`src/inc/frag_pkg.sv`:
```
// Constants for the flash rewrite access guard.
//Contract
//- Serial ID mismatch refuses all later commands
//- Erased reset vector skips ID compare
//- Seven stored ID bytes at fixed addresses
//- Recognise forced erase word byte values
//- Forced erase only in standard serial mode
//- Both IDs reserved: erase whole user area
//- Received reserved only: erase when field 11b
//- Stored reserved only: mismatch, no erase
//- Protection blocks parallel read and rewrite
//- Erasing protect block leaves byte erased
//- Protect byte 00h or FFh means disabled
//- CPU rewrite limited to user area only
//- In-flash mode refuses own block rewrite
//- In-flash mode has no status read
//- Mode after operation differs per mode
//- In-flash mode holds CPU during operation
//- Ready and error flags in both modes
//- Ready reads zero while operation executes
package frag_pkg;
  localparam int ID_BYTES = 7;
  localparam logic [19:0] ID_ADDR [ID_BYTES] = '{20'hF_FFDF, 20'hF_FFE3, 20'hF_FFEB,
    20'hF_FFEF, 20'hF_FFF3, 20'hF_FFF7, 20'hF_FFFB};
  localparam logic [7:0] ERASE_WORD [ID_BYTES] = '{8'h41, 8'h4C, 8'h65, 8'h52, 8'h41,
    8'h53, 8'h45};
  localparam logic [31:0] VEC_ERASED  = 32'hFFFF_FFFF;
  localparam logic [7:0]  BYTE_ERASED = 8'hFF;
  localparam logic [7:0]  BYTE_ZERO   = 8'h00;
  localparam logic [1:0]  SEL_OFF     = 2'b11;
  localparam int          SEL_HI      = 7;
  localparam int          SEL_LO      = 6;
  typedef enum logic [1:0] {
    FRAG_IDLE  = 2'b00,
    FRAG_BUSY  = 2'b01
  } frag_op_e;
  typedef enum logic [1:0] {
    FRAG_ARRAY  = 2'b00,
    FRAG_STATUS = 2'b01
  } frag_rd_e;
endpackage

```
`src/frag_guard.sv`:
```
// Flash rewrite access guard: ID check, forced erase, protect and CPU modes.
`timescale 1ns/1ps
module frag_guard #(
  parameter int BLK_W = 4  // Block index width
) (
  input  wire logic             clk,            // 50 MHz clock
  input  wire logic             rst_n,          // Async reset, active low
  input  wire logic             ce,             // Clock enable
  input  wire logic             serial_mode,    // Standard serial mode active
  input  wire logic             parallel_mode,  // Parallel mode active
  input  wire logic             cpu_rewrite,    // CPU rewrite mode enabled
  input  wire logic             in_flash_mode,  // 1 in-flash, 0 external exec
  input  wire logic [31:0]      reset_vector,   // Stored reset vector bytes
  input  wire logic [7:0]       stored_id [7],  // Stored ID bytes, first lowest
  input  wire logic [7:0]       code_protect_byte, // Stored protect byte
  input  wire logic             id_valid,       // Received ID set strobe
  input  wire logic [7:0]       rx_id [7],      // Received ID bytes
  input  wire logic             cmd_valid,      // Programmer command strobe
  output logic                  cmd_accept,     // Programmer command taken
  output logic                  cmd_refuse,     // Programmer command refused
  output logic                  id_ok_ff,       // ID match state
  output logic                  forced_erase_ff,// Whole user area erase pulse
  input  wire logic             par_access,     // Parallel read/rewrite request
  output logic                  par_grant,      // Parallel access granted
  input  wire logic             cpu_op_req,     // CPU program/erase request
  input  wire logic             cpu_op_boot,    // Target is boot area
  input  wire logic [BLK_W-1:0] cpu_op_blk,     // Target block
  input  wire logic [BLK_W-1:0] code_blk,       // Block holding running code
  input  wire logic             stat_rd_req,    // Read status command
  output logic                  stat_rd_ok,     // Status read honoured
  output logic                  op_reject,      // CPU command rejected
  input  wire logic             op_done,        // Sequencer finished
  input  wire logic             op_prog_err,    // Program error at finish
  input  wire logic             op_erase_err,   // Erase error at finish
  input  wire logic             op_erase,       // Current op is erase
  input  wire logic             clear_status,   // Clear status command
  output logic                  op_start,       // Sequencer start pulse
  output logic                  flash_ready_flag,  // Ready flag
  output logic                  program_error_flag,// Program error flag
  output logic                  erase_error_flag,  // Erase error flag
  output logic [7:0]            status_byte,    // Ready/erase/program fail bits
  output logic                  status_mode_ff, // 1 status readout, 0 array
  output logic                  cpu_hold        // CPU held with ports frozen
);

  ////////////////////////////////////////////////////////////////////////////////
  // ID comparisons
  logic rx_res;
  logic st_res;
  logic id_eq;
  logic vec_blank;
  logic prot_on;
  always_comb
  begin
    rx_res = 1'b1;
    st_res = 1'b1;
    id_eq  = 1'b1;
    for (int i = 0; i < frag_pkg::ID_BYTES; i++)
    begin
      rx_res = rx_res & (rx_id[i] == frag_pkg::ERASE_WORD[i]);
      st_res = st_res & (stored_id[i] == frag_pkg::ERASE_WORD[i]);
      id_eq  = id_eq & (rx_id[i] == stored_id[i]);
    end
  end

  // Blank vector bypass and protect decode
  assign vec_blank = (reset_vector == frag_pkg::VEC_ERASED);
  assign prot_on = (code_protect_byte[frag_pkg::SEL_HI:frag_pkg::SEL_LO] != frag_pkg::SEL_OFF)
                 && (code_protect_byte != frag_pkg::BYTE_ZERO)
                 && (code_protect_byte != frag_pkg::BYTE_ERASED);

  logic do_erase;
  logic nxt_id_ok;
  // Erase only with reserved word received, never outside serial mode
  assign do_erase = serial_mode && id_valid && rx_res
                  && (st_res || !prot_on);
  assign nxt_id_ok = vec_blank || id_eq;

  ////////////////////////////////////////////////////////////////////////////////
  // ID result held until next transfer
  always_ff @(posedge clk or negedge rst_n)
  begin
    if (!rst_n)
      id_ok_ff <= 1'b0;
    else if (ce && serial_mode && id_valid)
      id_ok_ff <= nxt_id_ok;
  end

  // Forced erase pulse
  always_ff @(posedge clk or negedge rst_n)
  begin
    if (!rst_n)
      forced_erase_ff <= 1'b0;
    else if (ce)
      forced_erase_ff <= do_erase;
  end

  // Blank vector accepts even before any ID transfer
  assign cmd_accept = cmd_valid && serial_mode && (id_ok_ff || vec_blank);
  assign cmd_refuse = cmd_valid && serial_mode && !(id_ok_ff || vec_blank);
  assign par_grant  = par_access && parallel_mode && !prot_on;

  ////////////////////////////////////////////////////////////////////////////////
  // CPU rewrite command screening
  frag_pkg::frag_op_e op_ff;
  logic busy;
  logic bad_tgt;
  assign busy    = (op_ff == frag_pkg::FRAG_BUSY);
  assign bad_tgt = cpu_op_boot
                 || (in_flash_mode && (cpu_op_blk == code_blk));
  assign op_reject  = cpu_rewrite && cpu_op_req && (bad_tgt || busy);
  assign op_start   = cpu_rewrite && cpu_op_req && !bad_tgt && !busy && ce;
  assign stat_rd_ok = cpu_rewrite && stat_rd_req && !in_flash_mode;

  // Operation tracker
  always_ff @(posedge clk or negedge rst_n)
  begin
    if (!rst_n)
      op_ff <= frag_pkg::FRAG_IDLE;
    else if (ce)
    begin
      unique case (op_ff)
        frag_pkg::FRAG_IDLE: if (op_start) op_ff <= frag_pkg::FRAG_BUSY;
        frag_pkg::FRAG_BUSY: if (op_done) op_ff <= frag_pkg::FRAG_IDLE;
        default:             op_ff <= frag_pkg::FRAG_IDLE;
      endcase
    end
  end

  assign flash_ready_flag = !busy;
  assign cpu_hold = busy && in_flash_mode;

  // Error flags; a new error beats a clear in the same cycle
  logic perr_ff;
  logic eerr_ff;
  always_ff @(posedge clk or negedge rst_n)
  begin
    if (!rst_n)
    begin
      perr_ff <= 1'b0;
      eerr_ff <= 1'b0;
    end
    else if (ce)
    begin
      if (busy && op_done && op_prog_err && !op_erase)
        perr_ff <= 1'b1;
      else if (clear_status)
        perr_ff <= 1'b0;
      if (busy && op_done && op_erase_err && op_erase)
        eerr_ff <= 1'b1;
      else if (clear_status)
        eerr_ff <= 1'b0;
    end
  end
  assign program_error_flag = perr_ff;
  assign erase_error_flag   = eerr_ff;
  assign status_byte = {flash_ready_flag, 1'b0, eerr_ff, perr_ff, 4'h0};

  // Read mode after finish
  always_ff @(posedge clk or negedge rst_n)
  begin
    if (!rst_n)
      status_mode_ff <= 1'b0;
    else if (ce && busy && op_done)
      status_mode_ff <= !in_flash_mode;
  end

  ////////////////////////////////////////////////////////////////////////////////
  // Checks

  // No command taken without a match
  a_id_gate: assert property (@(posedge clk) disable iff (!rst_n)
    (cmd_valid && serial_mode && !vec_blank && !id_ok_ff) |-> !cmd_accept)
    else $error("command accepted without ID match");

  // Unmatched command is refused
  a_id_refuse: assert property (@(posedge clk) disable iff (!rst_n)
    (cmd_valid && serial_mode && !vec_blank && !id_ok_ff) |-> cmd_refuse)
    else $error("unmatched command not refused");

  // Accept and refuse never together
  a_cmd_excl: assert property (@(posedge clk) disable iff (!rst_n)
    !(cmd_accept && cmd_refuse))
    else $error("command both accepted and refused");

  // Programmer answers only in serial mode
  a_cmd_serial: assert property (@(posedge clk) disable iff (!rst_n)
    !serial_mode |-> (!cmd_accept && !cmd_refuse))
    else $error("command answered outside serial mode");

  // Differing ID clears the match
  a_id_miss: assert property (@(posedge clk) disable iff (!rst_n)
    (ce && serial_mode && id_valid && !vec_blank && !id_eq) |=> !id_ok_ff)
    else $error("mismatching ID matched");

  // Equal ID sets the match
  a_id_match: assert property (@(posedge clk) disable iff (!rst_n)
    (ce && serial_mode && id_valid && id_eq) |=> id_ok_ff)
    else $error("equal ID not matched");

  // Blank vector takes every command
  a_blank_vec: assert property (@(posedge clk) disable iff (!rst_n)
    (cmd_valid && serial_mode && vec_blank) |-> cmd_accept)
    else $error("blank vector command refused");

  // Blank vector makes any transfer a match
  a_blank_id: assert property (@(posedge clk) disable iff (!rst_n)
    (ce && serial_mode && id_valid && vec_blank) |=> id_ok_ff)
    else $error("blank vector transfer not matched");

  // Match only moves on a transfer
  a_id_hold: assert property (@(posedge clk) disable iff (!rst_n)
    !(ce && serial_mode && id_valid) |=> $stable(id_ok_ff))
    else $error("ID result changed without transfer");

  // Enable low freezes registered state
  a_ce_freeze: assert property (@(posedge clk) disable iff (!rst_n)
    !ce |=> ($stable(id_ok_ff) && $stable(forced_erase_ff) && $stable(status_mode_ff)
             && $stable(program_error_flag) && $stable(erase_error_flag)))
    else $error("state moved while clock enable low");

  // Forced erase never outside serial mode
  a_erase_mode: assert property (@(posedge clk) disable iff (!rst_n)
    (ce && !serial_mode) |=> !forced_erase_ff)
    else $error("forced erase outside serial mode");

  // Reserved word on both sides erases
  a_erase_both: assert property (@(posedge clk) disable iff (!rst_n)
    (ce && serial_mode && id_valid && rx_res && st_res) |=> forced_erase_ff)
    else $error("forced erase missed");

  // Protection turns a lone reserved word into a check
  a_erase_prot: assert property (@(posedge clk) disable iff (!rst_n)
    (ce && id_valid && !st_res && prot_on) |=> !forced_erase_ff)
    else $error("forced erase while protected");

  // Unprotected part erases on received word alone
  a_erase_open: assert property (@(posedge clk) disable iff (!rst_n)
    (ce && serial_mode && id_valid && rx_res && !prot_on) |=> forced_erase_ff)
    else $error("unprotected forced erase missed");

  // Stored word alone is a plain mismatch
  a_stored_only: assert property (@(posedge clk) disable iff (!rst_n)
    (ce && serial_mode && id_valid && !vec_blank && st_res && !rx_res)
    |=> (!forced_erase_ff && !id_ok_ff))
    else $error("stored reserved word misused");

  // Only the exact reserved word may erase
  a_erase_word: assert property (@(posedge clk) disable iff (!rst_n)
    (ce && serial_mode && id_valid && !rx_res) |=> !forced_erase_ff)
    else $error("forced erase on other word");

  // Erase pulse needs a transfer
  a_erase_idle: assert property (@(posedge clk) disable iff (!rst_n)
    (ce && !id_valid) |=> !forced_erase_ff)
    else $error("forced erase without transfer");

  // Protection blocks parallel access
  a_par_block: assert property (@(posedge clk) disable iff (!rst_n)
    prot_on |-> !par_grant)
    else $error("parallel access while protected");

  // No grant outside parallel mode
  a_par_mode: assert property (@(posedge clk) disable iff (!rst_n)
    !parallel_mode |-> !par_grant)
    else $error("grant outside parallel mode");

  // Erased or cleared byte leaves access open
  a_par_open: assert property (@(posedge clk) disable iff (!rst_n)
    (par_access && parallel_mode && ((code_protect_byte == frag_pkg::BYTE_ERASED)
     || (code_protect_byte == frag_pkg::BYTE_ZERO))) |-> par_grant)
    else $error("disabled protect byte blocked access");

  // Field off leaves access open
  a_par_field: assert property (@(posedge clk) disable iff (!rst_n)
    (par_access && parallel_mode
     && (code_protect_byte[frag_pkg::SEL_HI:frag_pkg::SEL_LO] == frag_pkg::SEL_OFF))
    |-> par_grant)
    else $error("protect field off blocked access");

  // Boot area never rewritten by CPU
  a_boot_rej: assert property (@(posedge clk) disable iff (!rst_n)
    (cpu_op_boot && cpu_op_req && cpu_rewrite) |-> (op_reject && !op_start))
    else $error("boot area rewrite taken");

  // Own block protected in in-flash mode
  a_self_blk: assert property (@(posedge clk) disable iff (!rst_n)
    (in_flash_mode && cpu_op_req && cpu_op_blk == code_blk) |-> !op_start)
    else $error("own block rewrite taken");

  // External mode may hit any user block
  a_ext_blk: assert property (@(posedge clk) disable iff (!rst_n)
    (ce && cpu_rewrite && cpu_op_req && !in_flash_mode && !cpu_op_boot && !busy)
    |-> op_start)
    else $error("legal user block request lost");

  // A busy sequencer turns requests away
  a_busy_rej: assert property (@(posedge clk) disable iff (!rst_n)
    (busy && cpu_op_req && cpu_rewrite) |-> (op_reject && !op_start))
    else $error("request taken while busy");

  // No status read in in-flash mode
  a_no_stat: assert property (@(posedge clk) disable iff (!rst_n)
    in_flash_mode |-> !stat_rd_ok)
    else $error("status read in in-flash mode");

  // Status read honoured in external mode
  a_ext_stat: assert property (@(posedge clk) disable iff (!rst_n)
    (cpu_rewrite && stat_rd_req && !in_flash_mode) |-> stat_rd_ok)
    else $error("status read refused in external mode");

  // Read mode follows the rewrite mode at finish
  a_mode_after: assert property (@(posedge clk) disable iff (!rst_n)
    (ce && busy && op_done) |=> (status_mode_ff == !$past(in_flash_mode)))
    else $error("wrong read mode after operation");

  // Read mode stays between finishes
  a_mode_keep: assert property (@(posedge clk) disable iff (!rst_n)
    (ce && !(busy && op_done)) |=> $stable(status_mode_ff))
    else $error("read mode changed without finish");

  // Start drops ready and holds CPU in in-flash mode
  a_ready_busy: assert property (@(posedge clk) disable iff (!rst_n)
    (ce && op_start) |=> (!flash_ready_flag && (cpu_hold == in_flash_mode)))
    else $error("ready or hold wrong after start");

  // Finish brings ready back
  a_ready_done: assert property (@(posedge clk) disable iff (!rst_n)
    (ce && busy && op_done) |=> flash_ready_flag)
    else $error("ready not back after finish");

  // CPU keeps running in external mode
  a_hold_ext: assert property (@(posedge clk) disable iff (!rst_n)
    !in_flash_mode |-> !cpu_hold)
    else $error("CPU held in external mode");

  // Program error latched at finish
  a_perr_set: assert property (@(posedge clk) disable iff (!rst_n)
    (ce && busy && op_done && op_prog_err && !op_erase) |=> program_error_flag)
    else $error("program error lost");

  // Erase error latched at finish
  a_eerr_set: assert property (@(posedge clk) disable iff (!rst_n)
    (ce && busy && op_done && op_erase_err && op_erase) |=> erase_error_flag)
    else $error("erase error lost");

  // Clear empties both flags when no finish competes
  a_err_clear: assert property (@(posedge clk) disable iff (!rst_n)
    (ce && clear_status && !(busy && op_done))
    |=> (!program_error_flag && !erase_error_flag))
    else $error("error flags survived clear");

  // Program error stands until cleared
  a_err_keep: assert property (@(posedge clk) disable iff (!rst_n)
    (ce && !clear_status && program_error_flag) |=> program_error_flag)
    else $error("program error dropped without clear");

endmodule // frag_guard

```
`config.mk`:
```
export PLATFORM = sky130hd
export DESIGN_NAME = frag_guard
export DESIGN_NICKNAME = d
export VERILOG_FILES = /design/src/inc/frag_pkg.sv /design/src/frag_guard.sv
export SDC_FILE = /design/constraint.sdc
export NUM_CORES = 1
export LEC_CHECK = 0
export BUFFER_PORTS_ARGS = -buffer_cell sky130_fd_sc_hd__clkbuf_2
export CORE_MARGIN = 10
export CORE_UTILIZATION = 34
export CTS_BUF_LIST = sky130_fd_sc_hd__clkbuf_4 sky130_fd_sc_hd__clkbuf_8
export DETAILED_ROUTE_END_ITERATION = 10
export PLACE_DENSITY_LB_ADDON = 0.2
export RECOVER_POWER = 25
export SYNTH_ARGS = -nofsm -noshare
export SYNTH_HDL_FRONTEND = slang
export SYNTH_SLANG_ARGS = --single-unit
```
`constraint.sdc`:
```
create_clock -name clk -period 3.1 [get_ports clk]
set_input_delay 0.775 -clock clk [delete_from_list [all_inputs] [get_ports clk]]
set_output_delay 0.775 -clock clk [all_outputs]
set_load 0.03 [all_outputs]
```
==> impl_metrics.toml <==
[critical_path]
cp-endpoint = "op_reject"
start_kind = "input port"
crit_path_cell_trace = "clkbuf_2, xor2_1, nor3_1, a311o_1, and3_1, clkbuf_2"
regToRegSetupSlack_ns = 2.12
critPathTopFamily = "simple AND/OR/NAND/NOR gates"
timing_worst_setup_path_type = "in2out"
cpPeakStageDelay_ns = 0.24
cp_common_cell = "clkbuf_2"
cp_data_required_time_ns = 2.32
endpoint_kind = "output pin"
crit_start = "code_blk[3]"
reg2reg_depth = 2
r2r-end = "erase_error_flag$_DFFE_PN0P_"
cp_max_fo = 3
rr_startpoint = "op_ff[0]$_DFFE_PN0P_"
cp.depth = 6
cp_data_arrival_time_ns = 1.85
cp.buffers_inverters = 2
crit_path_top_delay_cell = "a311o_1"

[timing]
totalNegativeSetupSlack_ns = 0
period_needed_ns = 2.62
rsz0062_at_grt = "no"
worst_pin_slew_ns = 0.510
max_clock_freq_mhz = 382
clock-skew-final_ns = 0.00443
fin_ws_ns = 0.480
setup_viol = 0
slew_violations = 0
hold_viol_final = 0
maxSlewHeadroom_pct = 65.5
period_share_pct = 84.5

[yosys]
postSynthAreaPerCell_sq_um = 8.08
yosys_register_bits = 6
synth_area_sq_mm = 0.00145
synth_area_leaders = "xnor2_1, xor2_1, nand4_1"
yosys_warnings = 0
netlist_instances = 179
ys_seq_area_share_pct = 10.4
netlist.area_leader.share_pct = 24.8
synth_area_leader_cell = "xnor2_1"
synth.distinct_cells = 31

[die]
coreArea_sq_mm = 0.00406
fp-row-count = 23
die_h_um = 85.2
die_w_um = 85.2
initial_core_util_pct = 35.6
io_pins = 199
die_area_sq_mm = 0.00726

[status]
status = "finished clean"

[final_layout]
finalNetCount = 551
final_cell_mix = "clkbuf_2, xnor2_1, nand4_1"
fill_cells = 390
multi_input_area_sq_mm = 0.00124
register_area_sq_um = 150
final_common_cell = "clkbuf_2"
drive_gt1_share_pct = 53.9
antennaDiodeCount = 0
final_cell_count_no_fill = 421
area_growth_pct = 70.7

[grt]
grt_use_total_pct = 20.4
grt_start_max_net_pins = 7
antenna_found_initial = 0
grt_pass1_vias = 2564
grt_pass1_wl_mm = 12.1
grt-ovfl-total = 0

[placement]
hpwl_mm = 7.76
finalWeightedCongestion = 0.854
pre_cts_slack_ns = 0.484
dp.cells = 418
io_buffers = 193

[cts]
cts_resized = 0
clock_sinks = 6
h-tree-depth = 1
cts_tree = "done"
clk_latency_ns = 0.22
cts_buffers = 3
cts_setup_buffers = 0
clock_path_buffers = 2
cts-root-buf = "clkbuf_8"
holdBufCountCts = 0
clk_pin_slew_ns = 0.04

[routing]
routedWlPerCell_um = 19.3
route.antenna.remaining_nets = 0
drcViolationCount = 0
vias = 2198
viasPerCell = 5.22
drt_first_pass_iters = 4
wl_mm = 8.13
initialDrtViolationCount = 55

[power_and_ir_drop]
powerDensity_mw_per_mm2 = 248
power.leakage_nw = 1.23
peakVddDrop_v = 0.000107
finalPower_mw = 0.613

[worst_hold_path]
hold_class = "in2async"

[job]
max_cap_violations = 0
==> registers in the layout (all words and copies together), names as in the netlist <==
signal / count
program_error_flag: 1
erase_error_flag: 1
op_ff: 1
forced_erase_ff: 1
status_mode_ff: 1
id_ok_ff: 1
==> stage by stage <==
step | utilization, % | hold slack, ns | cell area (sq um)
after floorplan | - | 0.479 | 1460
after global placement | 59.9 | 0.463 | 2430
after detailed placement | 59.9 | 0.472 | 2430
after CTS | 60.9 | 0.371 | 2470
after global routing | 60.8 | 0.429 | 2470
final | 60.8 | 0.414 | 2470
==> cell usage after synthesis <==
cell type	number
nor3_2	1
nand2_1	9
inv_1	3
nor2_1	6
or4b_1	1
a22o_1	1
xnor2_1	41
a32o_1	2
xor2_1	19
o21ai_0	2
nand4b_1	1
and4bb_2	2
and3_1	3
nand4_1	26
o21a_1	1
buf_4	8
o22ai_1	2
nor4b_1	10
nor4_1	13
nor4_2	1
nor3_1	3
a311o_1	1
nand2b_1	1
nor4b_2	2
and2_1	1
conb_1	1
dfrtp_1	6
nor4bb_1	5
nand3_1	4
nor2b_1	1
and4b_1	2
==> cell type report <==
cell class	count	share of cell area, %
multi-input cells	166	50.2
inverters	3	0.456
flip-flops and latches	6	6.08
repair buffers	193	39.0
well taps	50	2.53
clock buffers	3	1.67
==> cell families after synthesis <==
group	Yosys count	synth area share [%]
compound gates	9	4.76
xor+xnor	60	36.3
buf+inv	11	4.93
flops	6	10.4
other cells	1	0.259
simple gates	92	43.3
==> report_power, final <==
part,switching [mW],internal (mW)
Clock,0.0344,0.0835
Sequential,0.0114,0.0947
Combinational,0.214,0.175
==> worst min-delay path by stage <==
stage	startpoint	to	slack, ns
floorplan	rst_n	erase_error_flag$_DFFE_PN0P_	0.48
global placement	status_mode_ff$_DFFE_PN0P_	status_mode_ff$_DFFE_PN0P_	0.46
detailed placement	status_mode_ff$_DFFE_PN0P_	status_mode_ff$_DFFE_PN0P_	0.47
CTS	rst_n	status_mode_ff$_DFFE_PN0P_	0.37
global route	rst_n	status_mode_ff$_DFFE_PN0P_	0.43
finish	rst_n	status_mode_ff$_DFFE_PN0P_	0.41
==> routing by layer <==
layer  global-route usage (%)  vias to the layer above  part of all wire [%]
li1                         -                     1066                     -
met1                     19.7                      969                    35
met2                     38.1                      143                    51
met3                     8.80                       20                    12
met4                     5.54                        0                   2.3
met5                        0                        -                     0
Power figures use the tool's default switching activity.
